$ cat config.mk
export PLATFORM = sky130hd
export DESIGN_NAME = irq_control_top
export DESIGN_NICKNAME = d
export VERILOG_FILES = /design/src/core/irq_ctl_pkg.sv /design/src/core/irq_control_top.sv /design/src/core/irq_sources.sv
export VERILOG_INCLUDE_DIRS = /design/src /design/src/core
export SDC_FILE = /design/constraint.sdc
export NUM_CORES = 1
export LEC_CHECK = 0
export BUFFER_PORTS_ARGS = -buffer_cell sky130_fd_sc_hd__buf_4
export CORE_AREA = 2 2 83 85
export CTS_BUF_LIST = sky130_fd_sc_hd__clkbuf_4 sky130_fd_sc_hd__clkbuf_8
export CTS_CLUSTER_SIZE = 10
export DETAILED_ROUTE_END_ITERATION = 10
export DIE_AREA = 0 0 85 87
export PLACE_DENSITY_LB_ADDON = 0.12
export SYNTH_ARGS = -nofsm -noshare
export SYNTH_HDL_FRONTEND = slang
export SYNTH_SLANG_ARGS = --single-unit
$ cat constraint.sdc
create_clock -name sys_clk -period 1.5 [get_ports sys_clk]
set_clock_uncertainty 0.1 [all_clocks]
set_input_delay 0.3 -clock sys_clk [delete_from_list [all_inputs] [get_ports sys_clk]]
set_output_delay 0.3 -clock sys_clk [all_outputs]
set_load 0.01 [all_outputs]
$ cat src/core/irq_ctl_defs.svh
// Purpose: constants for the core interrupt control block
// Assumes: 32-bit axi4-lite data, word aligned registers
// Notes: offsets are byte addresses
`ifndef IRQ_CTL_DEFS_SVH
`define IRQ_CTL_DEFS_SVH
`define OFS_IRQ_CONTROL 4'h0
`define OFS_EVT_STATUS 4'h4
`define OFS_EVT_MASK 4'h8
`define BIT_GIE 7
`define BIT_PERIPHERAL_GROUP_IRQ_ENABLE 6
`define BIT_TOIE 5
`define BIT_EXIE 4
`define BIT_PCIE 3
`define BIT_TOF 2
`define BIT_EXF 1
`define BIT_PCF 0
`define CTRL_RESET 8'h00
`define CTRL_WMASK 8'hfe
`define EVT_RESET 3'h0
`define RESP_OKAY 2'h0
`define RESP_SLVERR 2'h2
`endif

$ cat src/core/irq_ctl_pkg.sv
// Purpose: shared types for the core interrupt control block
// Assumes: nothing beyond the defs header
// Notes: events are timer overflow, external pin, pin change
package irq_ctl_pkg;
	typedef struct packed {
		logic timer_ovf;
		logic ext_pin;
		logic pin_change;
	} evt_s;
	typedef enum logic [1:0] {
		W_IDLE,
		W_RESP
	} wr_state_e;
endpackage : irq_ctl_pkg

$ cat src/core/irq_control_top.sv
// Contract
// global enable gates every interrupt source (code gates core_irq_req only; irq_out ignores it)
// peripheral enable gates all peripheral interrupts
// bit 5 enables timer overflow interrupt
// bit 4 enables external pin interrupt
// bit 3 enables pin change interrupt
// timer overflow sets bit 2 flag
// external pin event sets bit 1 flag
// bit 0 shows any pin change flag
// summary flag read-only, clears with bank
// flags set regardless of enables
// software clears flags before enabling
// request is global and any enabled source
//
// Purpose: core interrupt control register behind an axi4-lite slave
// Assumes: one write and one read at a time, 32-bit data
// Notes: event status, mask and one level interrupt output
`timescale 1ns/10ps
`include "irq_ctl_defs.svh"
module irq_control_top #(
	parameter int BANK_W = 8,
	parameter int PERIPH_W = 4
) (
	input wire logic sys_clk,
	input wire logic sys_rst,
	input wire logic timer_overflow_evt,
	input wire logic ext_pin_evt,
	input wire logic [BANK_W-1:0] pin_change_flag_bank,
	input wire logic [PERIPH_W-1:0] periph_irq_req,
	output logic core_irq_req,
	output logic irq_out,
	input wire logic [3:0] s_axi_awaddr,
	input wire logic s_axi_awvalid,
	output logic s_axi_awready,
	input wire logic [31:0] s_axi_wdata,
	input wire logic [3:0] s_axi_wstrb,
	input wire logic s_axi_wvalid,
	output logic s_axi_wready,
	output logic [1:0] s_axi_bresp,
	output logic s_axi_bvalid,
	input wire logic s_axi_bready,
	input wire logic [3:0] s_axi_araddr,
	input wire logic s_axi_arvalid,
	output logic s_axi_arready,
	output logic [31:0] s_axi_rdata,
	output logic [1:0] s_axi_rresp,
	output logic s_axi_rvalid,
	input wire logic s_axi_rready
);
	import irq_ctl_pkg::*;

	if (PERIPH_W < 1) begin : g_bad_periph_w
		$error("PERIPH_W must be at least 1");
	end

	function automatic logic is_reg(input logic [3:0] a, input logic [3:0] ofs);
		return a == ofs;
	endfunction : is_reg

	logic [7:0] ctrl_ff;
	logic [2:0] evt_sts_ff;
	logic [2:0] evt_mask_ff;
	logic [3:0] awaddr_ff;
	logic aw_have_ff;
	logic [31:0] wdata_ff;
	logic w_lane0_ff;
	logic w_have_ff;
	logic bvalid_ff;
	logic [1:0] bresp_ff;
	logic rvalid_ff;
	logic [31:0] rdata_ff;
	logic [1:0] rresp_ff;
	logic irq_ff;
	logic req_ff;
	evt_s flags;
	evt_s evt_now;
	logic pcf_d_ff;
	logic wr_fire;
	logic ctrl_wr;
	logic sts_wr;
	logic mask_wr;

	// write address and data captured in either order
	assign s_axi_awready = !aw_have_ff && !bvalid_ff;
	assign s_axi_wready = !w_have_ff && !bvalid_ff;
	assign wr_fire = aw_have_ff && w_have_ff && !bvalid_ff;
	assign ctrl_wr = wr_fire && w_lane0_ff && is_reg(awaddr_ff, `OFS_IRQ_CONTROL);
	assign sts_wr = wr_fire && w_lane0_ff && is_reg(awaddr_ff, `OFS_EVT_STATUS);
	assign mask_wr = wr_fire && w_lane0_ff && is_reg(awaddr_ff, `OFS_EVT_MASK);

	always_ff @(posedge sys_clk) begin
		if (sys_rst) begin
			aw_have_ff <= 1'b0;
			awaddr_ff <= 4'h0;
		end else if (s_axi_awvalid && s_axi_awready) begin
			aw_have_ff <= 1'b1;
			awaddr_ff <= s_axi_awaddr;
		end else if (wr_fire) begin
			aw_have_ff <= 1'b0;
		end
	end

	always_ff @(posedge sys_clk) begin
		if (sys_rst) begin
			w_have_ff <= 1'b0;
			wdata_ff <= 32'h0;
			w_lane0_ff <= 1'b0;
		end else if (s_axi_wvalid && s_axi_wready) begin
			w_have_ff <= 1'b1;
			wdata_ff <= s_axi_wdata;
			w_lane0_ff <= s_axi_wstrb[0];
		end else if (wr_fire) begin
			w_have_ff <= 1'b0;
		end
	end

	always_ff @(posedge sys_clk) begin
		if (sys_rst) begin
			bvalid_ff <= 1'b0;
			bresp_ff <= `RESP_OKAY;
		end else if (wr_fire) begin
			bvalid_ff <= 1'b1;
			bresp_ff <= (is_reg(awaddr_ff, `OFS_IRQ_CONTROL) || is_reg(awaddr_ff, `OFS_EVT_STATUS)
				|| is_reg(awaddr_ff, `OFS_EVT_MASK)) ? `RESP_OKAY : `RESP_SLVERR;
		end else if (s_axi_bready) begin
			bvalid_ff <= 1'b0;
		end
	end
	assign s_axi_bvalid = bvalid_ff;
	assign s_axi_bresp = bresp_ff;

	// enables and global bits, software owned
	always_ff @(posedge sys_clk) begin
		if (sys_rst) begin
			ctrl_ff <= `CTRL_RESET;
		end else if (ctrl_wr) begin
			ctrl_ff <= wdata_ff[7:0] & `CTRL_WMASK;
		end
	end

	irq_sources #(
		.BANK_W(BANK_W)
	) u_sources (
		.sys_clk(sys_clk),
		.sys_rst(sys_rst),
		.timer_overflow_evt(timer_overflow_evt),
		.ext_pin_evt(ext_pin_evt),
		.pin_change_flag_bank(pin_change_flag_bank),
		.wr_en(ctrl_wr),
		.wr_val({wdata_ff[`BIT_TOF], wdata_ff[`BIT_EXF]}),
		.timer_overflow_flag(flags.timer_ovf),
		.ext_pin_irq_flag(flags.ext_pin),
		.pin_change_summary_flag(flags.pin_change)
	);

	// rising edge of summary flag counts as an event
	always_ff @(posedge sys_clk) begin
		if (sys_rst) begin
			pcf_d_ff <= 1'b0;
		end else begin
			pcf_d_ff <= flags.pin_change;
		end
	end
	assign evt_now.timer_ovf = timer_overflow_evt;
	assign evt_now.ext_pin = ext_pin_evt;
	assign evt_now.pin_change = flags.pin_change && !pcf_d_ff;

	// sticky event status, write one to clear, set wins
	always_ff @(posedge sys_clk) begin
		if (sys_rst) begin
			evt_sts_ff <= `EVT_RESET;
		end else begin
			evt_sts_ff <= (evt_sts_ff & ~(sts_wr ? wdata_ff[2:0] : 3'h0)) | evt_now;
		end
	end

	always_ff @(posedge sys_clk) begin
		if (sys_rst) begin
			evt_mask_ff <= `EVT_RESET;
		end else if (mask_wr) begin
			evt_mask_ff <= wdata_ff[2:0];
		end
	end

	always_ff @(posedge sys_clk) begin
		if (sys_rst) begin
			irq_ff <= 1'b0;
		end else begin
			irq_ff <= |(evt_sts_ff & evt_mask_ff);
		end
	end
	assign irq_out = irq_ff;

	// request to the core
	always_ff @(posedge sys_clk) begin
		if (sys_rst) begin
			req_ff <= 1'b0;
		end else begin
			req_ff <= ctrl_ff[`BIT_GIE] && (
				(flags.timer_ovf && ctrl_ff[`BIT_TOIE]) ||
				(flags.ext_pin && ctrl_ff[`BIT_EXIE]) ||
				(flags.pin_change && ctrl_ff[`BIT_PCIE]) ||
				((|periph_irq_req) && ctrl_ff[`BIT_PERIPHERAL_GROUP_IRQ_ENABLE]));
		end
	end
	assign core_irq_req = req_ff;

	// read channel
	assign s_axi_arready = !rvalid_ff;
	always_ff @(posedge sys_clk) begin
		if (sys_rst) begin
			rvalid_ff <= 1'b0;
			rdata_ff <= 32'h0;
			rresp_ff <= `RESP_OKAY;
		end else if (s_axi_arvalid && s_axi_arready) begin
			rvalid_ff <= 1'b1;
			rresp_ff <= `RESP_OKAY;
			rdata_ff <= 32'h0;
			if (is_reg(s_axi_araddr, `OFS_IRQ_CONTROL)) begin
				rdata_ff <= {24'h0, ctrl_ff[7:3], flags.timer_ovf, flags.ext_pin,
					flags.pin_change};
			end else if (is_reg(s_axi_araddr, `OFS_EVT_STATUS)) begin
				rdata_ff <= {29'h0, evt_sts_ff};
			end else if (is_reg(s_axi_araddr, `OFS_EVT_MASK)) begin
				rdata_ff <= {29'h0, evt_mask_ff};
			end else begin
				rresp_ff <= `RESP_SLVERR;
			end
		end else if (s_axi_rready) begin
			rvalid_ff <= 1'b0;
		end
	end
	assign s_axi_rvalid = rvalid_ff;
	assign s_axi_rdata = rdata_ff;
	assign s_axi_rresp = rresp_ff;
endmodule : irq_control_top

$ cat src/core/irq_sources.sv
// Purpose: timer and external pin flag latches, pin change summary
// Assumes: events are one-cycle pulses, synchronous to sys_clk
// Notes: set wins over a same-cycle software clear
`timescale 1ns/10ps
module irq_sources #(
	parameter int BANK_W = 8
) (
	input wire logic sys_clk,
	input wire logic sys_rst,
	input wire logic timer_overflow_evt,
	input wire logic ext_pin_evt,
	input wire logic [BANK_W-1:0] pin_change_flag_bank,
	input wire logic wr_en,
	input wire logic [1:0] wr_val,
	output logic timer_overflow_flag,
	output logic ext_pin_irq_flag,
	output logic pin_change_summary_flag
);
	if (BANK_W < 1) begin : g_bad_bank_w
		$error("BANK_W must be at least 1");
	end
	logic tof_ff;
	logic exf_ff;
	always_ff @(posedge sys_clk) begin
		if (sys_rst) begin
			tof_ff <= 1'b0;
		end else if (timer_overflow_evt) begin
			tof_ff <= 1'b1;
		end else if (wr_en) begin
			tof_ff <= wr_val[1];
		end
	end
	always_ff @(posedge sys_clk) begin
		if (sys_rst) begin
			exf_ff <= 1'b0;
		end else if (ext_pin_evt) begin
			exf_ff <= 1'b1;
		end else if (wr_en) begin
			exf_ff <= wr_val[0];
		end
	end
	assign timer_overflow_flag = tof_ff;
	assign ext_pin_irq_flag = exf_ff;
	assign pin_change_summary_flag = |pin_change_flag_bank;
endmodule : irq_sources

==> results of run 1 <==
## routing by layer
layer / share of wire, % / routed length [µm] / global-route usage (%)
met1: 46 / 1974 / 15.10
met2: 49 / 2091 / 18.82
met5: 0 / 0 / 0
met4: 1.7 / 71 / 4.762
met3: 3.5 / 149 / 1.991
## worst min path at each step
stage	start	endpoint	cells past startpoint
6_report	s_axi_awaddr[1]	awaddr_ff[1]	3
5_1_grt	s_axi_wdata[3]	wdata_ff[3]	3
4_1_cts	s_axi_wdata[3]	wdata_ff[3]	3
3_5_place_dp	wdata_ff[4]	wdata_ff[4]	2
3_3_place_gp	s_axi_rdata[5]	s_axi_rdata[5]	2
2_1_floorplan	wdata_ff[3]	wdata_ff[3]	2
## per-stage QoR
stage | cells | area, µm² | utilization [%] | setup WS [ns]
after CTS | 371 | 2539 | 38.65 | -0.08372
final | 372 | 2554 | 38.88 | -0.07372
after global routing | 372 | 2554 | 38.88 | -0.1264
after floorplan | 251 | 2021 | - | -0.04007
after detailed placement | 363 | 2402 | 36.57 | -0.07103
after global placement | 363 | 2402 | 36.57 | -0.05908
## cells in the mapped netlist (2+ instances only)
cell	number	share of area [%]
dfxtp_1	43	45
nand2_1	33	6.5
buf_4	26	10
a21oi_1	25	6.5
nor2_1	24	4.7
mux2i_1	12	6.3
clkbuf_1	8	1.6
inv_1	7	1.4
nand3_1	6	1.6
nand2b_1	5	1.6
nor2b_1	4	1.3
nor3_1	3	0.78
nor4_1	3	0.98
o22ai_1	3	0.98
a211oi_1	2	0.78
a311oi_1	2	0.92
and2_1	2	0.65
o311ai_0	2	0.92
## flip-flops by register name, summed over array words and instances, names as in the netlist, 3 cells and up
signal / cells
evt_mask_ff: 3
awaddr_ff: 4
wdata_ff: 8
ctrl_ff: 5
evt_sts_ff: 3
s_axi_rdata: 8
## kinds of logic (layout without fill, tap and decap cells)
kind of cell | Yosys count | count (layout) | share of synthesized area, %
simple gates | 87 | 87 | 21.83
flops | 43 | 43 | 44.97
buf+inv | 43 | 84 | 13.99
compound gates | 40 | 40 | 12.75
mux | 12 | 12 | 6.275
other cells | 1 | 26 | 0.1959
## worst reg2reg max path, stage by stage (launching register included)
cell and delay, ns:
dfxtp_2 0.33, or4b_4 0.56, nor3_4 0.15, nand2_1 0.09
a32o_1 0.25
## power breakdown
group | internal (µW) | switching [µW]
Combinational | 163 | 171
Sequential | 1190 | 38.0
Clock | 664 | 414
Total | 2020 | 623
## layout make-up
type / count / area share (%)
clock buffer: 5 / 2.695
clock inverter: 3 / 2.646
inverter: 7 / 1.029
multi-input combinational: 165 / 35.13
sequential: 43 / 33.81
tap: 80 / 3.920
timing repair buffer: 69 / 20.77
## repair_timing
action,in CTS,in global routing
gates resized for setup,0,3
pin swaps,0,1
setup endpoints to repair,8,13
setup buffers,0,1
gates cloned,0,0
==> results.md, run 1 <==
- CP Cell Sequence: or4b_4, nor3_4, nand2_1, a32o_1
- Die footprint: 7395 µm²
- Reg2Reg Setup Slack: -0.07 ns
- H-tree depth: 2
- Setup TNS: -0.2786 ns
- GRT Total Usage: 11.53%
- Post-synthesis area per instance: 8.471 µm²
- Initial antenna violation count: 0
- Multi-input gate area: 897.1 µm²
- CP delay by family, top: simple AND/OR/NAND/NOR gates
- Worst-skew pair later-pin latency: 0.30 ns
- Remaining DRCs: 0
- Vias in the first global route: 1456
- PortBufs: 54
- Global-route wire length before repair: 6803 µm
- Fill cells: 694
- Crit Reg-Reg Startpoint: awaddr_ff[0]
- Max-slew violations: 0
- Worst setup path startpoint: awaddr_ff[0]
- Number of diodes: 0
- Startpoint Class: flop
- CP endpoint: evt_sts_ff[0]
- Worst Path Buf+Inv: 0
- Vias/cell: 4.390
- DR iter-0 viols: 84
- WS Path Type: flop to flop
- Failing checks: negative setup slack
- Worst IR Drop VDD: 0.5162 mV
- Starting Density: 29.14%
- Mapped Cells: 226
- CTS buffer count: 5
- Fin Hold WS: 0.1333 ns
- Clock root buffer master: clkbuf_8
- I/O pin cnt: 108
- Via count: 1633
- Count of final setup violators: 8
- Grt ovf: 0
- Status: finished, violations left
- Share of cells above drive strength 1: 29.11%
- WP data arrival: 1.67 ns
- Main synth FF type: dfxtp_1
- Nets: 356
- Synth Cell Area: 1914 µm²
- RSZ-0062 raised after global routing: yes
- Fmax: 0.6354 GHz
- Min-delay worst type: primary input to flop
- Most frequent cells in the layout: 68 x buf_4, 41 x dfxtp_1, 33 x nand2_1
- Core ar.: 6569 µm²
- WL per Instance: 11.52 µm
- Clock Sinks: 43
- PwrDens: 1034 nW/µm²
- Register area: 863.3 µm²
- Crit end category: flop
- Async S/R FF share, synth: 0%
- Final wirelength: 4286 µm
- Final Cycle Share: 104.9%
- Reg2reg end: evt_sts_ff[0]
- # rows: 30
- Ys Warns: 0
- Worst-path maximum fanout: 2
- Clock transition at path regs: 0.09 ns
- CTS tree: yes
- Netlist cell types: 34
- MaxCap Viol Count: 0
- Syn-to-layout area delta: 33.40%
- Flops & latches, synth: 43
- Power, Total: 2641 µW
- CTS Hold Bufs: 0
- RePlAce Congestion: 0.6855
- Fin. Hold Viols: 0
- Max clock buf depth: 2
- Die Y-Extent: 87 µm
- Critical path depth: 4
- Chip width: 85 µm
- Post-route setup slack: -0.07372 ns
- Crit-path slowest cell: or4b_4
- Number of flops mapped to enable cells by yosys: 0
- Worst EP required: 1.59 ns
- Pre-Repair DR Iteration Count: 4
- DP HPWL: 3257 µm
- Register area share after synthesis: 44.97%
- Pin count of the biggest net entering global routing: 33
- Min Clock Period, post-route: 1.574 ns
- Largest stage delay, worst path: 0.56 ns
- Antenna violation net count after detailed routing: 0
- Leakage power: 0.001177 µW
- Reg2Reg Depth: 4
- Commonest non-fill, non-tap cell in the layout: buf_4
Note: power is estimated with default switching activity, not from simulation.
==> inputs of run 2 (changes only) <==
--- a/config.mk
+++ b/config.mk
@@ -7,12 +7,13 @@
 export NUM_CORES = 1
 export LEC_CHECK = 0
 export BUFFER_PORTS_ARGS = -buffer_cell sky130_fd_sc_hd__buf_4
-export CORE_AREA = 2 2 83 85
+export CORE_AREA = 2 2 85 87
 export CTS_BUF_LIST = sky130_fd_sc_hd__clkbuf_4 sky130_fd_sc_hd__clkbuf_8
 export CTS_CLUSTER_SIZE = 10
 export DETAILED_ROUTE_END_ITERATION = 10
-export DIE_AREA = 0 0 85 87
+export DIE_AREA = 0 0 87 89
 export PLACE_DENSITY_LB_ADDON = 0.12
 export SYNTH_ARGS = -nofsm -noshare
 export SYNTH_HDL_FRONTEND = slang
+export SYNTH_HIERARCHICAL = 1
 export SYNTH_SLANG_ARGS = --single-unit
==> run 2 against run 1 <==
  * The run still ends with negative setup slack left
  * Non-clock buffer count increased by 5
  * Synthesized cell count is 8.0% lower
  * Flip-flop and latch count unchanged
  * Synthesized area grew 3.9%
  * Critical path depth is the same
  * Via count shrank 2.4%
  * Sequential power about the same
  * Largest cell class unchanged
  * Largest power group unchanged
==> results.md, run 2 <==
- Commonest non-fill, non-tap cell in the layout: buf_4
- Startpoint Class: flop
- PortBufs: 54 (unchanged)
- GRT busiest layer: met2
- GRT Total Usage: 11.97% (+0.44 points)
- Die footprint: 7743 µm² (+4.7%)
- Min Clock Period, post-route: 1.619 ns (+0.04537 ns)
- Crit-path slowest cell: or4b_4
- Fmax: 0.6176 GHz (-2.8%)
- Count of final setup violators: 10 (+2)
- Ys Warns: 6 (+6)
- GR Layer Usage met2: 19.01% (+0.19 points)
- CTS tree: yes
- Crit end category: flop
- CTS Hold Bufs: 0 (unchanged)
- Netlist cell types: 29 (-15%)
- Chip width: 87 µm (+2.4%)
- RSZ-0062 raised after global routing: yes
- Worst IR Drop VDD: 0.6016 mV (+17%)
- WP data arrival: 1.75 ns (+0.08 ns)
- Met1 usage: 14.83% (-0.27 points)
- Max clock buf depth: 2 (unchanged)
- Number of diodes: 0 (unchanged)
- Max-slew violations: 0 (unchanged)
- Share of cells above drive strength 1: 34.16% (+5.1 points)
- Worst-path maximum fanout: 5 (+3)
- Via count: 1594 (-2.4%)
- Post-synth top cells: 43 x dfxtp_1, 26 x buf_4, 26 x nor2_1
- Status: finished, violations left
- Register area: 864.6 µm² (+0.14%)
- Pin count of the biggest net entering global routing: 40 (+21%)
- Met3 usage: 3.786% (+1.8 points)
- Most numerous cell in the Yosys netlist: dfxtp_1
- Setup TNS: -1.124 ns (-0.8452 ns)
- DR iter-0 viols: 79 (-6.0%)
- Reg2Reg Depth: 4 (unchanged)
- CTS buffer count: 5 (unchanged)
- Remaining DRCs: 0 (unchanged)
- Core ar.: 6719 µm² (+2.3%)
- Fin Hold WS: 0.1344 ns (+0.001093 ns)
- Post-synthesis area per instance: 9.564 µm² (+13%)
- Antenna violation net count after detailed routing: 0 (unchanged)
- Pre-Repair DR Iteration Count: 4 (unchanged)
- Hold path depth: 3 (unchanged)
- Worst Path Buf+Inv: 1 (+1)
- Post-route setup slack: -0.1191 ns (-0.04537 ns)
- Global-route wire length before repair: 7148 µm (+5.1%)
- Clock root buffer master: clkbuf_8
- Fin. Hold Viols: 0 (unchanged)
- Async S/R FF share, synth: 0% (unchanged)
- Starting Density: 29.61% (+0.47 points)
- Worst-skew pair later-pin latency: 0.29 ns (about the same)
- Worst EP required: 1.63 ns (+0.04 ns)
- Nets: 345 (-3.1%)
- Die Y-Extent: 89 µm (+2.3%)
- Clock Sinks: 43 (unchanged)
- Final wirelength: 4349 µm (+1.5%)
- DP HPWL: 3276 µm (+0.57%)
- I/O pin cnt: 108 (unchanged)
- H-tree depth: 2 (unchanged)
- MaxCap Viol Count: 0 (unchanged)
- Multi-input gate area: 978.4 µm² (+9.1%)
- Flops & latches, synth: 43 (unchanged)
- Dpl ws: -0.1405 ns (-0.06945 ns)
- CP Cell Sequence: or4b_4, nor3_4, buf_6, mux2i_1
- Vias in the first global route: 1428 (-1.9%)
- Most frequent cells in the layout: 71 x buf_4, 40 x dfxtp_1, 26 x nor2_1, 26 x conb_1, 23 x mux2i_1
- Final Cycle Share: 107.9% (+3.0 points)
- Critical path depth: 4 (unchanged)
- Number of flops mapped to enable cells by yosys: 0 (unchanged)
- Vias/cell: 4.416 (+0.59%)
- Register area share after synthesis: 43.27% (-1.7 points)
- Mapped Cells: 208 (-8.0%)
- Largest stage delay, worst path: 0.55 ns (about the same)
- WS Path Type: flop to flop
- Synth area leaders: dfxtp_1 43%, mux2i_1 12%, buf_4 9.8%, nand2b_1 6.9%, nor2_1 4.9%
- Fill cells: 687 (-1.0%)
- Grt ovf: 0 (unchanged)
- Failing checks: negative setup slack
- Syn-to-layout area delta: 34.03%
- Clock transition at path regs: 0.08 ns (about the same)
- # rows: 30 (unchanged)
- Main synth FF type: dfxtp_1
- Area fraction of the dominant cell type after synthesis: 43.27% (-1.7 points)
- CP delay by family, top: simple AND/OR/NAND/NOR gates
- Post-layout util: 39.68% (+0.81 points)
- RePlAce Congestion: 0.7439 (+8.5%)
- Initial antenna violation count: 0 (unchanged)
- Leakage power: 0.001147 µW (-2.6%)
- Synth Cell Area: 1989 µm² (+3.9%)
- WL per Instance: 12.05 µm (+4.6%)
- Min-delay worst type: primary input to flop
- PwrDens: 952.4 nW/µm² (-7.9%)
- Synth area leader: dfxtp_1
## run 2: cell families (layout without fill, tap and decap cells)
kind of cell,count (synthesis),count (layout),synth area share (%)
and+or+nand+nor,70,70,20.57
other,1,26,0.1885
DFF,43,43,43.27
AOI/OAI and AO/OA,26,26,9.812
muxes,26,26,13.27
buffers and inverters,42,90,12.89
## run 2: layout make-up
type                            count  share of cell area (%)
Clock inverter                      2                   1.314
Timing Repair Buffer               74                   21.59
Clock buffer                        6                   3.097
Multi-Input combinational cell    148                   36.70
Sequential cell                    43                   32.43
Tap cell                           80                   3.754
Inverter                            8                   1.126
## run 2: layer usage
metal	vias to the layer above	routed length, µm	share of wire, %
met4	0	82	1.9
li1	812	-	-
met1	726	1962	45
met3	7	251	5.8
met5	-	0	0
met2	49	2052	47
## run 2: what timing repair did
item	4_1_cts	5_1_grt
cloned	0	0
setup buffers	1	1
setup endpoints to repair	13	13
resized for setup	2	4
pin swaps	1	3
## run 2: tightest hold or removal path: stages
cell and delay (ns):
buf_4 0.08, mux2i_1 0.05, nor2_1 0.07
## run 2: where the power goes
part           total [µW]  leakage, µW  switching (µW)  internal, µW
logic                 387     0.000733             178           208
clock network         925    0.0000612             387           539
registers            1230     0.000353            36.4          1190
## run 2: metrics by stage
stage          total power [µW]  instances  instance area, µm²
4_1_cts                    2587        360                2648
6_report                   2539        361                2666
3_5_place_dp               1636        351                2516
5_1_grt                    2686        361                2666
2_1_floorplan              1499        233                2095
3_3_place_gp               1632        351                2516
## run 2: path summary, 6_finish.rpt
path	endpoint	slack [ns]	startpoint
max	ctrl_ff[4]	-0.12	awaddr_ff[1]
min	wdata_ff[0]	0.13	s_axi_wdata[0]
max reg2reg	ctrl_ff[4]	-0.12	awaddr_ff[1]
min reg2reg	s_axi_rresp[1]	0.38	s_axi_rresp[1]
==> inputs of run 3 (changes only) <==
--- a/config.mk
+++ b/config.mk
@@ -7,11 +7,11 @@
 export NUM_CORES = 1
 export LEC_CHECK = 0
 export BUFFER_PORTS_ARGS = -buffer_cell sky130_fd_sc_hd__buf_4
-export CORE_AREA = 2 2 85 87
+export CORE_AREA = 4 4 75 77
 export CTS_BUF_LIST = sky130_fd_sc_hd__clkbuf_4 sky130_fd_sc_hd__clkbuf_8
 export CTS_CLUSTER_SIZE = 10
 export DETAILED_ROUTE_END_ITERATION = 10
-export DIE_AREA = 0 0 87 89
+export DIE_AREA = 0 0 79 81
 export PLACE_DENSITY_LB_ADDON = 0.12
 export SYNTH_ARGS = -nofsm -noshare
 export SYNTH_HDL_FRONTEND = slang
==> run 3 against run 2 <==
  * The run still ends with negative setup slack left
  * Utilization grew 13 points
  * Worst setup slack got worse by 0.0091 ns
  * First-iteration DRC count is 43% lower
  * Non-clock buffer count shrank 1
  * Final cell count is 3.0% lower
  * Maximum frequency is 0.56% lower
  * Flip-flop and latch count did not move
  * Sequential power about the same
  * Worst hold slack improved by 0.0026 ns
  * Clock-buffer cell count is 1 higher
  * Via count shrank 0.38%
  * Sequential share of layout area grew 0.54 points
  * Largest cell class unchanged
==> results.md, run 3 (synthesis results as in run 2) <==
- Worst Hold Launch: s_axi_wdata[7]
- Largest stage delay, worst path: 0.56 ns (about the same)
- Crit Reg-Reg Startpoint: awaddr_ff[1]
- WL per Instance: 12.04 µm (about the same)
- MaxCap Viol Count: 0 (unchanged)
- Die Y-Extent: 81 µm (-9.0%)
- Startpoint Class: flop
- Final wirelength: 4213 µm (-3.1%)
- I/O pin cnt: 108 (unchanged)
- Fin. Hold Viols: 0 (unchanged)
- PortBufs: 54 (unchanged)
- Hold path depth: 3 (unchanged)
- Most frequent cells in the layout: 70 x buf_4, 42 x dfxtp_1, 26 x nor2_1, 26 x conb_1, 23 x mux2i_1
- Worst EP required: 1.62 ns (about the same)
- Via count: 1588 (-0.38%)
- # rows: 26 (-13%)
- Chip width: 79 µm (-9.2%)
- Starting Density: 39.71% (+10 points)
- Crit-path slowest cell: or4b_4
- Share of cells above drive strength 1: 33.21% (-0.95 points)
- Worst-skew pair later-pin latency: 0.30 ns (about the same)
- Initial antenna violation count: 0 (unchanged)
- Commonest non-fill, non-tap cell in the layout: buf_4
- Failing checks: negative setup slack
- Max-slew violations: 0 (unchanged)
- Leakage power: 0.001130 µW (-1.5%)
- Final Cycle Share: 108.5% (+0.61 points)
- Max clock buf depth: 2 (unchanged)
- Antenna violation net count after detailed routing: 0 (unchanged)
- DR iter-0 viols: 45 (-43%)
- Post-layout util: 52.20% (+13 points)
- Status: finished, violations left
- Crit end category: flop
- Fmax: 0.6142 GHz (-0.56%)
- Power, Total: 2343 µW (-7.7%)
- Grt ovf: 0 (unchanged)
- Fill cells: 515 (-25%)
- H-tree depth: 2 (unchanged)
- Reg2Reg Depth: 4 (unchanged)
- CTS buffer count: 5 (unchanged)
- DP HPWL: 3112 µm (-5.0%)
- Nets: 344 (-0.29%)
- Vias/cell: 4.537 (+2.8%)
- Hold Path End: wdata_ff[7]
- Clock transition at path regs: 0.07 ns (about the same)
- RePlAce Congestion: 0.6894 (-7.3%)
- Pin count of the biggest net entering global routing: 42 (+5.0%)
- Reg2Reg Setup Slack: -0.13 ns (about the same)
- CP Cell Sequence: or4b_4, nor3_4, buf_6, mux2i_1
- Min-delay worst type: primary input to flop
- GRT Total Usage: 13.12% (+1.1 points)
- Vias in the first global route: 1395 (-2.3%)
- WP data arrival: 1.75 ns (about the same)
- Post-route setup slack: -0.1282 ns (-0.009087 ns)
- Pre-Repair DR Iteration Count: 5 (+1)
- Number of diodes: 0 (unchanged)
- Global-route wire length before repair: 6603 µm (-7.6%)
- Worst-path maximum fanout: 5 (unchanged)
- Clock root buffer master: clkbuf_8
- Syn-to-layout area delta: 31.45%
- Min Clock Period, post-route: 1.628 ns (+0.009087 ns)
- Core ar.: 5010 µm² (-25%)
- CTS tree: yes
- Count of final setup violators: 10 (unchanged)
- WS Path Type: flop to flop
- Reg2reg end: ctrl_ff[5]
- Die footprint: 6399 µm² (-17%)
- Clock Sinks: 43 (unchanged)
- Dpl ws: -0.1479 ns (-0.007394 ns)
- RSZ-0062 raised after global routing: yes
- Remaining DRCs: 0 (unchanged)
- PwrDens: 895.9 nW/µm² (-5.9%)
- Worst IR Drop VDD: 0.5412 mV (-10%)
## run 3: what timing repair did
item	in CTS	in global routing
hold buffers	0	0
pin swaps	1	1
setup endpoints to repair	13	12
buffers inserted	1	1
resized for setup	2	2
## run 3: metrics by stage
step / setup TNS [ns] / hold WS [ns] / cell area [µm²] / cells
2_1_floorplan: -0.6555 / 0.2691 / 2095 / 233
3_3_place_gp: -1.060 / 0.3601 / 2496 / 340
3_5_place_dp: -1.225 / 0.3677 / 2496 / 340
4_1_cts: -0.9183 / 0.1296 / 2599 / 349
5_1_grt: -1.499 / 0.1264 / 2615 / 350
6_report: -1.005 / 0.1371 / 2615 / 350
## run 3: how the worst max path moves through the flow
stage	from	endpoint	slack [ns]	cells after the start
2_1_floorplan	s_axi_bvalid	u_sources/ext_pin_irq_flag	-0.18	5
3_3_place_gp	pin_change_flag_bank[1]	s_axi_rdata[0]	-0.13	6
3_5_place_dp	awaddr_ff[1]	ctrl_ff[7]	-0.15	4
4_1_cts	awaddr_ff[1]	ctrl_ff[5]	-0.14	4
5_1_grt	awaddr_ff[1]	u_sources/timer_overflow_flag	-0.21	4
6_report	awaddr_ff[1]	ctrl_ff[5]	-0.13	4
## run 3: worst max-delay path, delay by kind of cell (launching register included)
| family | cells | cell delay [ns] |
|---|---|---|
| buffers and inverters | 1 | 0.17 |
| flip-flops | 1 | 0.31 |
| multiplexers | 1 | 0.18 |
| AND/OR/NAND/NOR | 2 | 0.79 |
## run 3: layout make-up
class                   instances  area, µm²  share of cell area (%)
inverters                       8      30.03                   1.148
well taps                      70      87.58                   3.349
flip-flops and latches         43      862.1                   32.97
clock inverters                 1      5.005                  0.1914
repair buffers                 73      568.0                   21.72
clock buffers                   7      83.83                   3.206
multi-input cells             148      978.4                   37.42
## run 3: power by group
group / switching, µW / leakage [µW] / internal [µW]
Combinational: 179 / 0.000729 / 206
Clock: 371 / 0.0000491 / 363
Sequential: 33.6 / 0.000352 / 1190
## run 3: per-layer routing
metal  wire length, µm  global-route usage (%)
met5                 0                       0
met4                51                   4.639
met3               361                   4.545
met2              1970                   20.54
met1              1829                   16.83
